===== config.mk =====
export PLATFORM = sky130hd
export DESIGN_NAME = frc_ctrl
export DESIGN_NICKNAME = d
export VERILOG_FILES = /design/src/frc_gain_dec.v /design/src/frc_ctrl.v
export VERILOG_INCLUDE_DIRS = /design/src /design/src/src
export SDC_FILE = /design/constraint.sdc
export NUM_CORES = 1
export LEC_CHECK = 0
export ABC_AREA = 1
export BUFFER_PORTS_ARGS = -buffer_cell sky130_fd_sc_hd__buf_4
export CAP_MARGIN = 20
export CORE_MARGIN = 10
export CORE_UTILIZATION = 50
export DETAILED_ROUTE_END_ITERATION = 7
export PLACE_DENSITY = 0.75
export SLEW_MARGIN = 20
export SYNTH_ARGS = -nofsm -noshare
export SYNTH_HDL_FRONTEND = slang
export SYNTH_SLANG_ARGS = --single-unit
export TNS_END_PERCENT = 100

===== constraint.sdc =====
create_clock -name clk_sys -period 3.46 [get_ports clk_sys]
set_input_delay 0.519 -clock clk_sys [delete_from_list [all_inputs] [get_ports clk_sys]]
set_output_delay 0.519 -clock clk_sys [all_outputs]
set_load 0.02 [all_outputs]

===== src/frc_regs.vh =====
`ifndef FRC_REGS_VH
`define FRC_REGS_VH

// register indices on the word-wide port, not byte addresses
`define FRC_ADDR_W 12
`define FRC_CTRL_ADDR 12'hF2C
`define FRC_IRQ_STAT_ADDR 12'hF30
`define FRC_IRQ_MASK_ADDR 12'hF31

// control register fields
`define FRC_BIT_REF_EN 7
`define FRC_BIT_REF_RDY 6
`define FRC_BIT_TS_EN 5
`define FRC_BIT_TS_RNG 4
`define FRC_CMP_GAIN_HI 3
`define FRC_CMP_GAIN_LO 2
`define FRC_ADC_GAIN_HI 1
`define FRC_ADC_GAIN_LO 0

// reset values
`define FRC_CTRL_RESET 8'h00
`define FRC_MASK_RESET 8'h00

// gain codes
`define FRC_GAIN_OFF 2'h0
`define FRC_GAIN_1X 2'h1
`define FRC_GAIN_2X 2'h2
`define FRC_GAIN_4X 2'h3

// interrupt status bits
`define FRC_IRQ_READY 0
`define FRC_IRQ_LOST 1

// stabilisation time and clock period in ns
`define FRC_SETTLE_NS 25000
`define FRC_CLK_NS 8

`endif


===== src/frc_gain_dec.v =====
`timescale 1ns/10ps
// decodes one two-bit gain select into buffer enable and one-hot gain
module frc_gain_dec (
  // select in
  input wire [1:0] gain_sel,
  // decoded out
  output reg buf_on,
  output reg [2:0] gain_onehot
);
`include "frc_regs.vh"

  // code 00 turns the buffer off and drives no gain
  always @* begin
    buf_on = 1'b1;
    gain_onehot = 3'h0;
    case (gain_sel)
      `FRC_GAIN_OFF: begin
        buf_on = 1'b0;
      end
      `FRC_GAIN_1X: begin
        gain_onehot = 3'h1;
      end
      `FRC_GAIN_2X: begin
        gain_onehot = 3'h2;
      end
      default: begin
        gain_onehot = 3'h4;
      end
    endcase
  end

endmodule


===== src/frc_ctrl.v =====
`timescale 1ns/10ps
`include "frc_regs.vh"
module frc_ctrl #(
  parameter SETTLE_CYCLES = (`FRC_SETTLE_NS + `FRC_CLK_NS - 1) / `FRC_CLK_NS
) (
  // clock and reset
  input wire clk_sys,
  input wire rst_n,
  // register port
  input wire [11:0] reg_addr,
  input wire [7:0] reg_wdata,
  input wire reg_wr,
  input wire reg_rd,
  output reg [7:0] reg_rdata,
  // reference controls to analog
  output wire reference_enable,
  output wire reference_ready,
  output wire adc_buf_on,
  output wire [2:0] adc_gain,
  output wire cmp_dac_buf_on,
  output wire [2:0] cmp_dac_gain,
  // temperature indicator controls
  output wire temp_sense_enable,
  output wire temp_range_select,
  // interrupt
  output wire irq
);

  ////////////////////////////////////////////////////////////////////////
  // sizes and constants

  // counter width; settle counts above 65536 cycles need a wider one
  // sixteen bits hold the default settle count with room to spare
  localparam CNT_W = 16;
  // last count, cut to the counter width on purpose
  localparam [31:0] SETTLE_LAST = SETTLE_CYCLES - 1;
  localparam [CNT_W-1:0] SETTLE_MAX = SETTLE_LAST[CNT_W-1:0];
  // counter constants at full width, so nothing is padded silently
  localparam [CNT_W-1:0] CNT_ZERO = {CNT_W{1'b0}};
  localparam [CNT_W-1:0] CNT_ONE = {{(CNT_W-1){1'b0}}, 1'b1};
  // reset images of the software registers
  localparam [7:0] CTRL_RST = `FRC_CTRL_RESET;
  localparam [7:0] MASK_RST = `FRC_MASK_RESET;

  ////////////////////////////////////////////////////////////////////////
  // declarations

  // control fields, flop and next value
  reg ref_en_q;
  reg ref_en_d;
  reg ts_en_q;
  reg ts_en_d;
  reg ts_rng_q;
  reg ts_rng_d;
  reg [1:0] cmp_gain_q;
  reg [1:0] cmp_gain_d;
  reg [1:0] adc_gain_q;
  reg [1:0] adc_gain_d;
  // settle tracking
  reg [CNT_W-1:0] cnt_q;
  reg [CNT_W-1:0] cnt_d;
  reg rdy_q;
  reg rdy_d;
  // interrupt status and mask
  reg [1:0] stat_q;
  reg [1:0] stat_d;
  reg [1:0] mask_q;
  reg [1:0] mask_d;
  // address decode
  reg ctrl_sel;
  reg stat_sel;
  reg mask_sel;
  // read path
  reg [7:0] rd_image;
  reg [7:0] rdata_d;
  // strobes qualified by address
  wire ctrl_wr;
  wire mask_wr;
  wire stat_rd;
  // write data split into fields
  wire wr_ref_en;
  wire wr_ts_en;
  wire wr_ts_rng;
  wire [1:0] wr_cmp_gain;
  wire [1:0] wr_adc_gain;
  // settle and event strobes
  wire settle_done;
  wire ev_ready;
  wire ev_lost;
  wire [1:0] ev_vec;
  // control register as software reads it
  wire [7:0] ctrl_image;

  ////////////////////////////////////////////////////////////////////////
  // address decode and strobes

  // one register per index; unmapped indices select nothing
  // the three indices differ, so at most one select is high
  always @* begin
    ctrl_sel = 1'b0;
    stat_sel = 1'b0;
    mask_sel = 1'b0;
    if (reg_addr == `FRC_CTRL_ADDR) begin
      ctrl_sel = 1'b1;
    end else if (reg_addr == `FRC_IRQ_STAT_ADDR) begin
      stat_sel = 1'b1;
    end else if (reg_addr == `FRC_IRQ_MASK_ADDR) begin
      mask_sel = 1'b1;
    end
  end

  // writes to the status register are ignored
  assign ctrl_wr = reg_wr && ctrl_sel;
  assign mask_wr = reg_wr && mask_sel;
  assign stat_rd = reg_rd && stat_sel;

  // field slices of the write data; the ready position is dropped
  assign wr_ref_en = reg_wdata[`FRC_BIT_REF_EN];
  assign wr_ts_en = reg_wdata[`FRC_BIT_TS_EN];
  assign wr_ts_rng = reg_wdata[`FRC_BIT_TS_RNG];
  assign wr_cmp_gain = reg_wdata[`FRC_CMP_GAIN_HI:`FRC_CMP_GAIN_LO];
  assign wr_adc_gain = reg_wdata[`FRC_ADC_GAIN_HI:`FRC_ADC_GAIN_LO];

  ////////////////////////////////////////////////////////////////////////
  // control fields

  always @* begin
    ref_en_d = ref_en_q;
    if (ctrl_wr) begin
      ref_en_d = wr_ref_en;
    end
  end

  always @* begin
    ts_en_d = ts_en_q;
    if (ctrl_wr) begin
      ts_en_d = wr_ts_en;
    end
  end

  always @* begin
    ts_rng_d = ts_rng_q;
    if (ctrl_wr) begin
      ts_rng_d = wr_ts_rng;
    end
  end

  always @* begin
    cmp_gain_d = cmp_gain_q;
    if (ctrl_wr) begin
      cmp_gain_d = wr_cmp_gain;
    end
  end

  always @* begin
    adc_gain_d = adc_gain_q;
    if (ctrl_wr) begin
      adc_gain_d = wr_adc_gain;
    end
  end

  // control flops; the ready position has no flop here, it belongs
  // to the settle logic below
  always @(posedge clk_sys or negedge rst_n) begin
    if (!rst_n) begin
      ref_en_q <= CTRL_RST[`FRC_BIT_REF_EN];
      ts_en_q <= CTRL_RST[`FRC_BIT_TS_EN];
      ts_rng_q <= CTRL_RST[`FRC_BIT_TS_RNG];
      cmp_gain_q <= CTRL_RST[`FRC_CMP_GAIN_HI:`FRC_CMP_GAIN_LO];
      adc_gain_q <= CTRL_RST[`FRC_ADC_GAIN_HI:`FRC_ADC_GAIN_LO];
    end else begin
      ref_en_q <= ref_en_d;
      ts_en_q <= ts_en_d;
      ts_rng_q <= ts_rng_d;
      cmp_gain_q <= cmp_gain_d;
      adc_gain_q <= adc_gain_d;
    end
  end

  ////////////////////////////////////////////////////////////////////////
  // stabilisation counter and ready flag

  // saturating at the last count keeps the ready flag from toggling
  assign settle_done = (cnt_q == SETTLE_MAX);

  always @* begin
    cnt_d = cnt_q;
    if (!ref_en_q) begin
      cnt_d = CNT_ZERO;
    end else if (!settle_done) begin
      cnt_d = cnt_q + CNT_ONE;
    end
  end

  // ready follows the counter one cycle late
  // a disable drops ready at the next edge, whatever the count
  always @* begin
    rdy_d = rdy_q;
    if (!ref_en_q) begin
      rdy_d = 1'b0;
    end else if (settle_done) begin
      rdy_d = 1'b1;
    end
  end

  // counter and ready flops
  always @(posedge clk_sys or negedge rst_n) begin
    if (!rst_n) begin
      cnt_q <= CNT_ZERO;
      rdy_q <= 1'b0;
    end else begin
      cnt_q <= cnt_d;
      rdy_q <= rdy_d;
    end
  end

  ////////////////////////////////////////////////////////////////////////
  // interrupt events, status and mask

  // ready rising, and ready dropped by a disable
  // each event lasts one cycle, as it removes its own condition
  assign ev_ready = settle_done && ref_en_q && !rdy_q;
  assign ev_lost = rdy_q && !ref_en_q;
  assign ev_vec[`FRC_IRQ_READY] = ev_ready;
  assign ev_vec[`FRC_IRQ_LOST] = ev_lost;

  // a read clears, but an event in the same cycle wins so none is lost
  // the status register itself takes no writes
  always @* begin
    stat_d = stat_q;
    if (stat_rd) begin
      stat_d = 2'h0;
    end
    stat_d = stat_d | ev_vec;
  end

  // mask, one enables the interrupt for that status bit
  always @* begin
    mask_d = mask_q;
    if (mask_wr) begin
      mask_d = reg_wdata[1:0];
    end
  end

  // status and mask flops
  always @(posedge clk_sys or negedge rst_n) begin
    if (!rst_n) begin
      stat_q <= 2'h0;
      mask_q <= MASK_RST[1:0];
    end else begin
      stat_q <= stat_d;
      mask_q <= mask_d;
    end
  end

  // level output, high while any unmasked status bit is set
  assign irq = |(stat_q & mask_q);

  ////////////////////////////////////////////////////////////////////////
  // read path

  assign ctrl_image = {ref_en_q, rdy_q, ts_en_q, ts_rng_q, cmp_gain_q,
    adc_gain_q};

  // read mux; unmapped indices read zero
  always @* begin
    rd_image = 8'h00;
    if (ctrl_sel) begin
      rd_image = ctrl_image;
    end else if (stat_sel) begin
      rd_image = {6'h00, stat_q};
    end else if (mask_sel) begin
      rd_image = {6'h00, mask_q};
    end
  end

  // data stand only in the cycle after the strobe, zero otherwise
  // a read strobe with no matching index still returns zero
  always @* begin
    rdata_d = 8'h00;
    if (reg_rd) begin
      rdata_d = rd_image;
    end
  end

  // status is captured before the same-edge clear lands
  always @(posedge clk_sys or negedge rst_n) begin
    if (!rst_n) begin
      reg_rdata <= 8'h00;
    end else begin
      reg_rdata <= rdata_d;
    end
  end

  ////////////////////////////////////////////////////////////////////////
  // gain decoders

  // code 00 switches a buffer off; other codes give a one-hot gain
  // two separate decoders
  frc_gain_dec u_adc_dec (
    .gain_sel(adc_gain_q),
    .buf_on(adc_buf_on),
    .gain_onehot(adc_gain)
  );

  frc_gain_dec u_cmp_dec (
    .gain_sel(cmp_gain_q),
    .buf_on(cmp_dac_buf_on),
    .gain_onehot(cmp_dac_gain)
  );

  ////////////////////////////////////////////////////////////////////////
  // outputs

  // level outputs straight from the control and ready flops
  // the analog side sees these with no extra delay
  assign reference_enable = ref_en_q;
  assign reference_ready = rdy_q;
  assign temp_sense_enable = ts_en_q;
  assign temp_range_select = ts_rng_q;

endmodule


**Yosys cells after proc, flatten, opt, wreduce, memory -nomap -nowiden**

Index checks and enable logic that the tools add are counted.

- Word-level logic and storage cells: 53
- Bits in registers: 36
- Input bits: 24

- Mux-type cells: 19
- Equal/unequal tests: 10
- Bitwise gates (word level): 2
- Reduce and logical (&&, ||, !) cells: 11
- $add $sub $neg: 1

Operator list:

| kind | count |
|---|---|
| $eq A12 B12 Y1 const B | 3 |
| $mux W16 | 2 |
| $pmux W3 S3 | 2 |
| $add A16 B1 Y16 const B | 1 |
| $eq A16 B12 Y1 const B | 1 |
| $mux W8 | 2 |
| $mux W1 | 10 |
| $logic_and A1 B1 Y1 | 6 |
| $mux W2 | 3 |
| $eq A2 B1 Y1 const B | 2 |
| $eq A2 B2 Y1 const B | 2 |
| $logic_not A2 Y1 | 2 |
| $and A2 B2 Y2 | 1 |
| $logic_not A1 Y1 | 2 |
| $ne A2 B1 Y1 const B | 1 |
| $ne A2 B2 Y1 const B | 1 |
| $or A2 B2 Y2 | 1 |
| $reduce_or A2 Y1 | 1 |

**Depth between registers and ports, before layout**

Gate-level depths: netlist (run 1).

- Word-level depth: 8
- Gate-level depth with buffers: 8
- Gate-level depth less buffers: 8

**Modules after synthesis**

Synthesis (run 1) repeated with hierarchy kept, for this count alone.

- Cells, all modules: 260
- Area total of the unflattened synthesis: 1991.9 µm²

Modules (own cells, without submodules):

| module | sequential area each (µm²) | times used | cells an instance | area an instance (µm²) |
|---|---|---|---|---|
| frc_ctrl | 900.9 | 1 | 246 | 1939.4 |
| frc_gain_dec | 0.0 | 2 | 7 | 26.3 |

**Least setup slack after synthesis (run 1)**

Ideal clock, no wire load.

- Kind: input to register
- Start: in reg_addr[10]
- End: reg cmp_gain_q[0]
- Path slack: 2.125 ns
- Cell stages on the path: 6
- Path buffers: 1
- Arrival time: 1.213 ns
- Setup time: 0.122 ns
- Cells stage by stage: nand2_1 nor2_4 nand3_4 nor2_8 buf_12 o21ai_1

- Longest elaborated chain between the ends: 3

RTL lines:

| element | RTL line | text |
|---|---|---|
| start: declaration | frc_ctrl.v:10 | `input wire [11:0] reg_addr,` |
| $eq A12 B12 Y1 (no line) | - |  |
| $mux W1 | frc_ctrl.v:103 | `` if (reg_addr == `FRC_CTRL_ADDR) begin `` |
| $logic_and A1 B1 Y1 | frc_ctrl.v:113 | `assign ctrl_wr = reg_wr && ctrl_sel;` |
| end signal: assignment | frc_ctrl.v:169 | `` cmp_gain_q <= CTRL_RST[`FRC_CMP_GAIN_HI:`FRC_CMP_GAIN_LO]; `` |
| end signal: assignment | frc_ctrl.v:175 | `cmp_gain_q <= cmp_gain_d;` |
| end: declaration | frc_ctrl.v:55 | `reg [1:0] cmp_gain_q;` |

Every way passes these cells.
A chain may end at the register's enable or synchronous reset.

**Worst setup path in the final report (run 1)**

- Start: reg ref_en_q, in the netlist reference_enable
- End: out reference_enable

RTL lines:

| element | RTL line | text |
|---|---|---|
| start: declaration | frc_ctrl.v:49 | `reg ref_en_q;` |
| start signal: assignment | frc_ctrl.v:166 | `` ref_en_q <= CTRL_RST[`FRC_BIT_REF_EN]; `` |
| start signal: assignment | frc_ctrl.v:172 | `ref_en_q <= ref_en_d;` |
| end: declaration | frc_ctrl.v:16 | `output wire reference_enable,` |

No word-level cell between the ends.

==> metrics.md, run 1 <==
| Metric | Value |
|---|---|
| CP bufs+invs | 1 |
| Fraction of layout cells with a size suffix above 1 | 23.00% |
| Synth Area per Inst | 7.750 sq um |
| Worst setup margin | 1.836 ns |
| Inserted Clock Buffers | 5 |
| Crit path cell chain | buf_4 |
| Core area | 3716 sq um |
| Initial Utilization | 52.56% |
| Final Slew Violations | 0 |
| Status | finished clean |
| Final hold slack | 0.1685 ns |
| Vias in the first global route | 1691 |
| Register area share after synthesis | 46.12% |
| Hold Vio Cnt, Final | 0 |
| Seq. cell area | 900.9 sq um |
| Die ar. | 6806 sq um |
| Iter 0 DRT Violations | 107 |
| Placed cell count | 340 |
| Main combinational cell family by area after synthesis | simple AND/OR/NAND/NOR gates |
| Pwr Density | 455.5 nW/um^2 |
| Placed inst area | 2308 sq um |
| Setup Skew | 0.008438 ns |
| DRC violation count after routing | 0 |
| Post-CTS Setup Inserts | 0 |
| Final min period | 1.624 ns |
| Overflow after GRT | 0 |
| Pre-antenna DRT Iters | 4 |
| Via-to-Cell Ratio | 4.940 |
| Max-cap viol count | 0 |
| Final Core Density | 65.12% |
| Synthesized area | 1953 sq um |
| Post-DP HPWL | 3475 um |
| Antenna diodes | 0 |
| CP Launch Point | reference_enable$_DFFE_PN0P_ |
| Crit. End Element | primary output |
| Hold Path Class | primary input to asynchronous set/reset pin |
| P_leak | 1.255 nW |
| Final setup fails | 0 |
| Routability cong. | 0.8922 |
| RSZ-0062 raised after global routing | false |
| Mapped Nets | 278 |
| Worst IR Drop VDD | 0.2599 mV |
| Chip width | 82.50 um |
| Worst skew pair latency | 0.29 ns |
| Post-synthesis simple-gate area fraction | 34.08% |
| Clock Path Buffers | 2 |
| Wirelength, routed | 4406 um |
| Row count | 22 |
| Worst EP arrival | 1.11 ns |
| Number of gates resized after CTS | 0 |
| Root buffer selected by CTS | clkbuf_8 |
| IO Pins | 45 |
| Critical path startpoint category | flip-flop |
| Tcrit/Tclk final | 46.95% |
| Fmax | 0.6156 GHz |
| IO Port Bufs | 43 |
| Non-Filler Instances | 348 |
| Setup TNS | 0 ns |
| Max_slew headroom | 70.20% |
| Largest net degree at the start of global routing | 37 |
| XOR/XNOR share of the synthesized area | 1.794% |
| Synth Area in Adders | 1.281% |
| Tot GR Track Use | 14.19% |
| Max H-tree Level | 2 |
| Area growth from synthesis to layout | 23.89% |
| Synth cell types | 26 |
| Initial antenna violation count | 0 |
| Cells after synthesis | 252 |
| Max incr delay on CP | 0.59 ns |
| TritonCTS clock tree | done |
| CTS Hold Buffers Added | 0 |
| Fin area | 2420 sq um |
| CP Class | flip-flop to primary output |
| DR vias | 1719 |
| FF-to-FF Start | cnt_q[0]$_DFFE_PN0P_ |
| Mux cell area share after synthesis | 0% |
| Layout net count | 325 |
| CP max-delay cell | dfrtp_1 |
| WL per Instance | 12.66 um |
| Clock sink count | 36 |
| Post-detailed-route count of antenna-violating nets | 0 |
| Slew of the pin with the lowest slew margin | 0.4469 ns |
| Worst-path maximum fanout | 13 |
| First-pass GRT wire length | 7610 um |
| Die Y | 82.50 um |
| Largest delay share family, worst path | flip-flops |
| Multi-input logic area | 870.8 sq um |
| Yosys warning total | 0 |
| Pwr Total | 1.102 mW |
| # fillers | 337 |
| Post-Place Worst Slack | 1.909 ns |
| #FFs+latches synth | 36 |
| WP data required | 2.94 ns |
| Reg clk slew, reported paths | 0.08 ns |
| Compound-Gate Fraction of Synth Area | 7.431% |
-- registers in the layout (all words and copies together) (netlist names) --
signal             flops
adc_gain_q             2
cmp_gain_q             2
cnt_q                 16
mask_q                 2
reference_enable       1
reference_ready        1
reg_rdata              8
stat_q                 2
temp_range_select      1
temp_sense_enable      1
-- cells in the final DEF, fill, tap and decap left out, types with 2 or more instances in the layout --
master	synthesis	routed
a21oi_1	5	5
buf_4	0	43
clkbuf_8	0	5
dfrtp_1	36	36
ha_1	2	2
inv_1	39	39
inv_2	2	2
nand2_1	54	54
nand2_2	4	4
nand3_1	16	16
nand3_2	3	3
nand4_1	10	10
nor2_1	40	40
nor2_4	3	3
nor3_1	5	5
o21ai_0	12	12
o21ai_1	5	5
o21ai_2	3	3
xor2_1	3	3
-- path summary, 6_finish.rpt --
check / to / slack, ns / cells after the start
worst min-delay path: cnt_q[7]$_DFFE_PN0P_ / 0.17 / 1
worst max register to register: cnt_q[0]$_DFFE_PN0P_ / 2.05 / 7
worst max-delay path: reference_enable / 1.84 / 1
worst min register to register: stat_q[0]$_DFF_PN0_ / 0.48 / 1
min in group clk_sys: temp_range_select$_DFFE_PN0P_ / 0.43 / 3
max in group asynchronous: reg_rdata[2]$_DFF_PN0_ / 2.97 / 1
-- per-layer routing --
layer | wire length (um) | global-route usage [%] | vias to the layer above
li1 | - | - | 886
met1 | 1944 | 17.69 | 789
met2 | 2137 | 22.55 | 37
met3 | 261 | 4.752 | 7
met4 | 61 | 4.849 | 0
met5 | 0 | 0 | -
-- cell usage after synthesis --
cell type | instances | area share, %
a21oi_1 | 5 | 1.3
nor2_1 | 40 | 7.7
xor2_1 | 3 | 1.3
nand4_1 | 10 | 3.2
nand2_1 | 54 | 10
dfrtp_1 | 36 | 46
nor2_2 | 1 | 0.32
nand3_2 | 3 | 1.5
nand3_1 | 16 | 4.1
inv_2 | 2 | 0.38
a22o_1 | 1 | 0.45
o21ai_2 | 3 | 1.3
clkbuf_1 | 2 | 0.38
o21ai_1 | 5 | 1.3
and2_1 | 1 | 0.32
nor4_1 | 1 | 0.32
ha_1 | 2 | 1.3
nor2_8 | 1 | 1.0
o21ai_0 | 12 | 3.1
nand3_4 | 1 | 0.90
nand2_2 | 4 | 1.3
buf_12 | 1 | 1.0
xnor2_1 | 1 | 0.45
nor2_4 | 3 | 1.7
nor3_1 | 5 | 1.3
inv_1 | 39 | 7.5
-- cell type report --
class / count / share of cell area, %
Clock buffer: 5 / 2.844
Tap cell: 48 / 2.482
Timing Repair Buffer: 43 / 13.34
Inverter: 41 / 6.360
Multi-Input combinational cell: 172 / 35.99
Sequential cell: 36 / 37.23
Clock inverter: 3 / 1.758
-- logic make-up (layout without fill, tap and decap cells) --
family / count (synthesis) / in the layout
AND/OR/NAND/NOR: 140 / 140
buffers and inverters: 44 / 92
flip-flops: 36 / 36
AO/OA/AOI/OAI: 26 / 26
adder cells (fa/ha/maj): 2 / 2
XOR/XNOR: 4 / 4
-- where the power goes --
| group | switching, mW | leakage [nW] | internal (mW) |
|---|---|---|---|
| clock network | 0.155 | 0.0541 | 0.213 |
| logic | 0.129 | 0.762 | 0.0882 |
| registers | 0.0524 | 0.439 | 0.464 |
| total | 0.337 | 1.25 | 0.765 |
Note: power is estimated with default switching activity, not from simulation.
==> inputs of run 2 (changes only) <==
ABC_AREA = 0   (was 1)
PLACE_DENSITY = 0.76   (was 0.75)
clock period = 1.5 ns   (was 3.46 ns; I/O delays follow)
==> run 2 against run 1 <==
  * Worst setup slack worse by 2.0 ns
  * Final cell count shrank 17%
  * Clock skew hardly changed
  * The flow now finishes with violations (negative setup slack)
  * Total power grew 46%
  * Count of clock-buffer cells in the layout rose by 3
  * Register-to-register slack worse by 2.2 ns
  * Critical path type is now flip-flop to flip-flop
==> metrics.md, run 2 <==
| Metric | Value |
|---|---|
| Post-detailed-route count of antenna-violating nets | 0 (unchanged) |
| Most frequent cells in the layout | buf_4, dfrtp_1, mux2_2, nand2_1, nor2_1 |
| Die Y | 79.02 um (-4.2%) |
| Cells after synthesis | 157 (-38%) |
| Max_slew headroom | 65.30% (-4.9 points) |
| Pre-antenna DRT Iters | 4 (unchanged) |
| Tcrit/Tclk final | 109.1% |
| Hold Path Class | primary input to flip-flop |
| Top cells by count, synth | dfrtp_1, nand2_1, nor2_1 |
| Status | finished, violations left |
| Layout net count | 267 (-18%) |
| Ys async rst share | 100.0% (unchanged) |
| Final hold slack | 0.1109 ns (-0.05759 ns) |
| Combinational cell fraction of total power | 6.1% (-14 points) |
| FF-to-FF Start | cnt_q[10]$_DFFE_PN0P_ |
| Net Sw Power | 0.3477 mW (+3.3%) |
| DR vias | 1514 (-12%) |
| Sw Share | 21.66% (-8.9 points) |
| Fmax | 0.6110 GHz |
| Final min period | 1.637 ns |
| IO Port Bufs | 43 (unchanged) |
| Core area | 3363 sq um (-9.5%) |
| CP Class | flip-flop to flip-flop |
| Commonest non-fill, non-tap cell in the layout | buf_4 |
| Clock Path Buffers | 2 (unchanged) |
| TritonCTS clock tree | done |
| Worst IR Drop VDD | 0.6840 mV (+160%) |
| Pwr Density | 636.9 nW/um^2 (+40%) |
| Fraction of layout cells with a size suffix above 1 | 50.00% (+27 points) |
| Register share of total power | 60.6% (+14 points) |
| Top cells by area, synth | dfrtp_1, mux2_2, xnor2_1 |
| Biggest register | cnt_q |
| DRC violation count after routing | 0 (unchanged) |
| Final Slew Violations | 0 (unchanged) |
| CP Launch Point | cnt_q[10]$_DFFE_PN0P_ |
| Via-to-Cell Ratio | 5.257 (+6.4%) |
| Largest net degree at the start of global routing | 37 (unchanged) |
| Antenna diodes | 0 (unchanged) |
| Worst setup margin | -0.1366 ns (-1.972 ns) |
| Overflow after GRT | 0 (unchanged) |
| Max H-tree Level | 2 (unchanged) |
| Largest registers | cnt_q: 16 flops, reg_rdata: 8 flops |
| Vias in the first global route | 1617 (-4.4%) |
| Chip width | 79.02 um (-4.2%) |
| Post-synth EDFFs | 0 (unchanged) |
| Area growth from synthesis to layout | 44.68% |
| WL per Instance | 15.79 um (+25%) |
| RSZ-0062 raised after global routing | true |
| Worst EP arrival | 1.91 ns (+0.80 ns) |
| Synth Area per Inst | 11.09 sq um (+43%) |
| Internal Power | 1.257 mW (+64%) |
| Largest area contributor in the netlist | dfrtp_1 |
| Clock sink count | 36 (unchanged) |
| Critical path startpoint category | flip-flop |
| Setup Skew | 0.008626 ns (+0.0001883 ns) |
| IO Pins | 45 (unchanged) |
| Hold Vio Cnt, Final | 0 (unchanged) |
| Synth cell types | 39 (+50%) |
| Setup slack, reg-to-reg | -0.14 ns (-2.19 ns) |
| Initial antenna violation count | 0 (unchanged) |
| Die ar. | 6244 sq um (-8.3%) |
| #FFs+latches synth | 36 (unchanged) |
| Reg clk slew, reported paths | 0.11 ns (+0.03 ns) |
| Mapped Nets | 183 (-34%) |
| First-pass GRT wire length | 7396 um (-2.8%) |
| P_leak | 1.232 nW (-1.8%) |
| Final setup fails | 6 (+6) |
| Setup TNS | -0.4114 ns (-0.4114 ns) |
| Worst hold start | reg_wdata[7] |
| Failing checks | negative setup slack |
| Flip-flop count of the largest register after layout | 16 (unchanged) |
| Max-cap viol count | 0 (unchanged) |
| Yosys warning total | 0 (unchanged) |
| Row count | 21 (-4.5%) |
| Synth top area share | 51.72% (+5.6 points) |
| Worst-path maximum fanout | 4 (-9) |
| Slew of the pin with the lowest slew margin | 0.5200 ns (+0.07307 ns) |
| Worst skew pair latency | 0.34 ns (+0.05 ns) |
| Wirelength, routed | 4548 um (+3.2%) |
| Iter 0 DRT Violations | 75 (-30%) |
| Tot GR Track Use | 14.68% (+0.49 points) |
| WP data required | 1.78 ns (-1.16 ns) |
| Routability cong. | 0.8326 (-6.7%) |
| Dominant synthesized flop cell | dfrtp_1 |
| Crit. End Element | flip-flop |
| Synthesized area | 1742 sq um (-11%) |
| Most common cell in the synthesized netlist | dfrtp_1 |
| Inserted Clock Buffers | 5 (unchanged) |
| Register area share after synthesis | 51.72% (+5.6 points) |
| Root buffer selected by CTS | clkbuf_4 |
| Clock power frac | 33.3% (about the same) |
| Post-DP HPWL | 3407 um (-2.0%) |
| Initial Utilization | 51.79% (-0.77 points) |
-- run 2: changes by cell type after synthesis, moves of 10 or more --
cell and change:
nor2_1 -28, nand2_1 -42, mux2_2 +11, inv_1 -33
nand3_1 -12, o21ai_0 -10
-- run 2: power by group through the flow --
stage	Sequential (mW)	Clock (mW)	Combinational, mW
after floorplan	0.992	0	0.0164
after global placement	0.991	0	0.0926
after detailed placement	0.992	0	0.0966
after CTS	0.973	0.551	0.0990
after global routing	0.973	0.587	0.106
final	0.972	0.535	0.0977
-- run 2: logic make-up after synthesis --
group                      count (synthesis)  synth area share, %
xor gates and xnor gates                   8                4.023
buffers and inverters                      8                1.724
AOI/OAI and AO/OA                         12                4.526
muxes                                     16                9.986
and+or+nand+nor                           75                26.58
adders and majority gates                  2                1.437
DFF                                       36                51.72
-- run 2: final cells by class --
class	instances	area, sq um
Clock buffer	8	58.81
Fill cell	252	843.3
Inverter	6	22.52
Multi-Input combinational cell	113	877.1
Sequential cell	36	904.6
Tap cell	46	57.56
Timing Repair Buffer	79	599.3
-- run 2: path summary, 6_finish.rpt --
check | to | cells after the start
min in group asynchronous | cnt_q[15]$_DFFE_PN0P_ | 2
hold reg to reg | stat_q[0]$_DFF_PN0_ | 1
hold / removal | reference_enable$_DFFE_PN0P_ | 2
max in group asynchronous | adc_gain_q[1]$_DFFE_PN0P_ | 2
setup / recovery | cnt_q[15]$_DFFE_PN0P_ | 4
setup reg to reg | cnt_q[15]$_DFFE_PN0P_ | 4
-- run 2: timing repair --
item	in CTS	in global routing
pin swaps	3	3
hold buffers	1	0
setup endpoints to repair	7	16
gates resized for setup	7	11
setup buffers	3	4
endpoints found under the hold margin	36	0
-- run 2: through the flow --
stage / instance area [sq um] / util [%] / setup slack [ns] / std cells / total power [mW]
after floorplan: 1745 / - / -0.2139 / 157 / 1.008
after global placement: 2328 / 69.23 / -0.2816 / 272 / 1.084
after detailed placement: 2328 / 69.23 / -0.3042 / 272 / 1.088
after CTS: 2449 / 72.81 / -0.1331 / 284 / 1.622
after global routing: 2520 / 74.93 / -0.1826 / 288 / 1.666
final: 2520 / 74.93 / -0.1366 / 288 / 1.605
-- run 2: routing by layer --
layer	vias to the layer above	share of wire [%]	track usage, %
met4	0	2.2	5.735
met5	-	0	0
met1	746	39	15.41
met2	38	52	25.29
li1	719	-	-
met3	11	6.6	6.419
-- run 2: worst max-delay path: stages, from the launching register on --
cell     delay, ns
dfrtp_1       0.38
nand2_2       0.06
or4_4         0.56
or4_4         0.43
a21oi_2       0.13
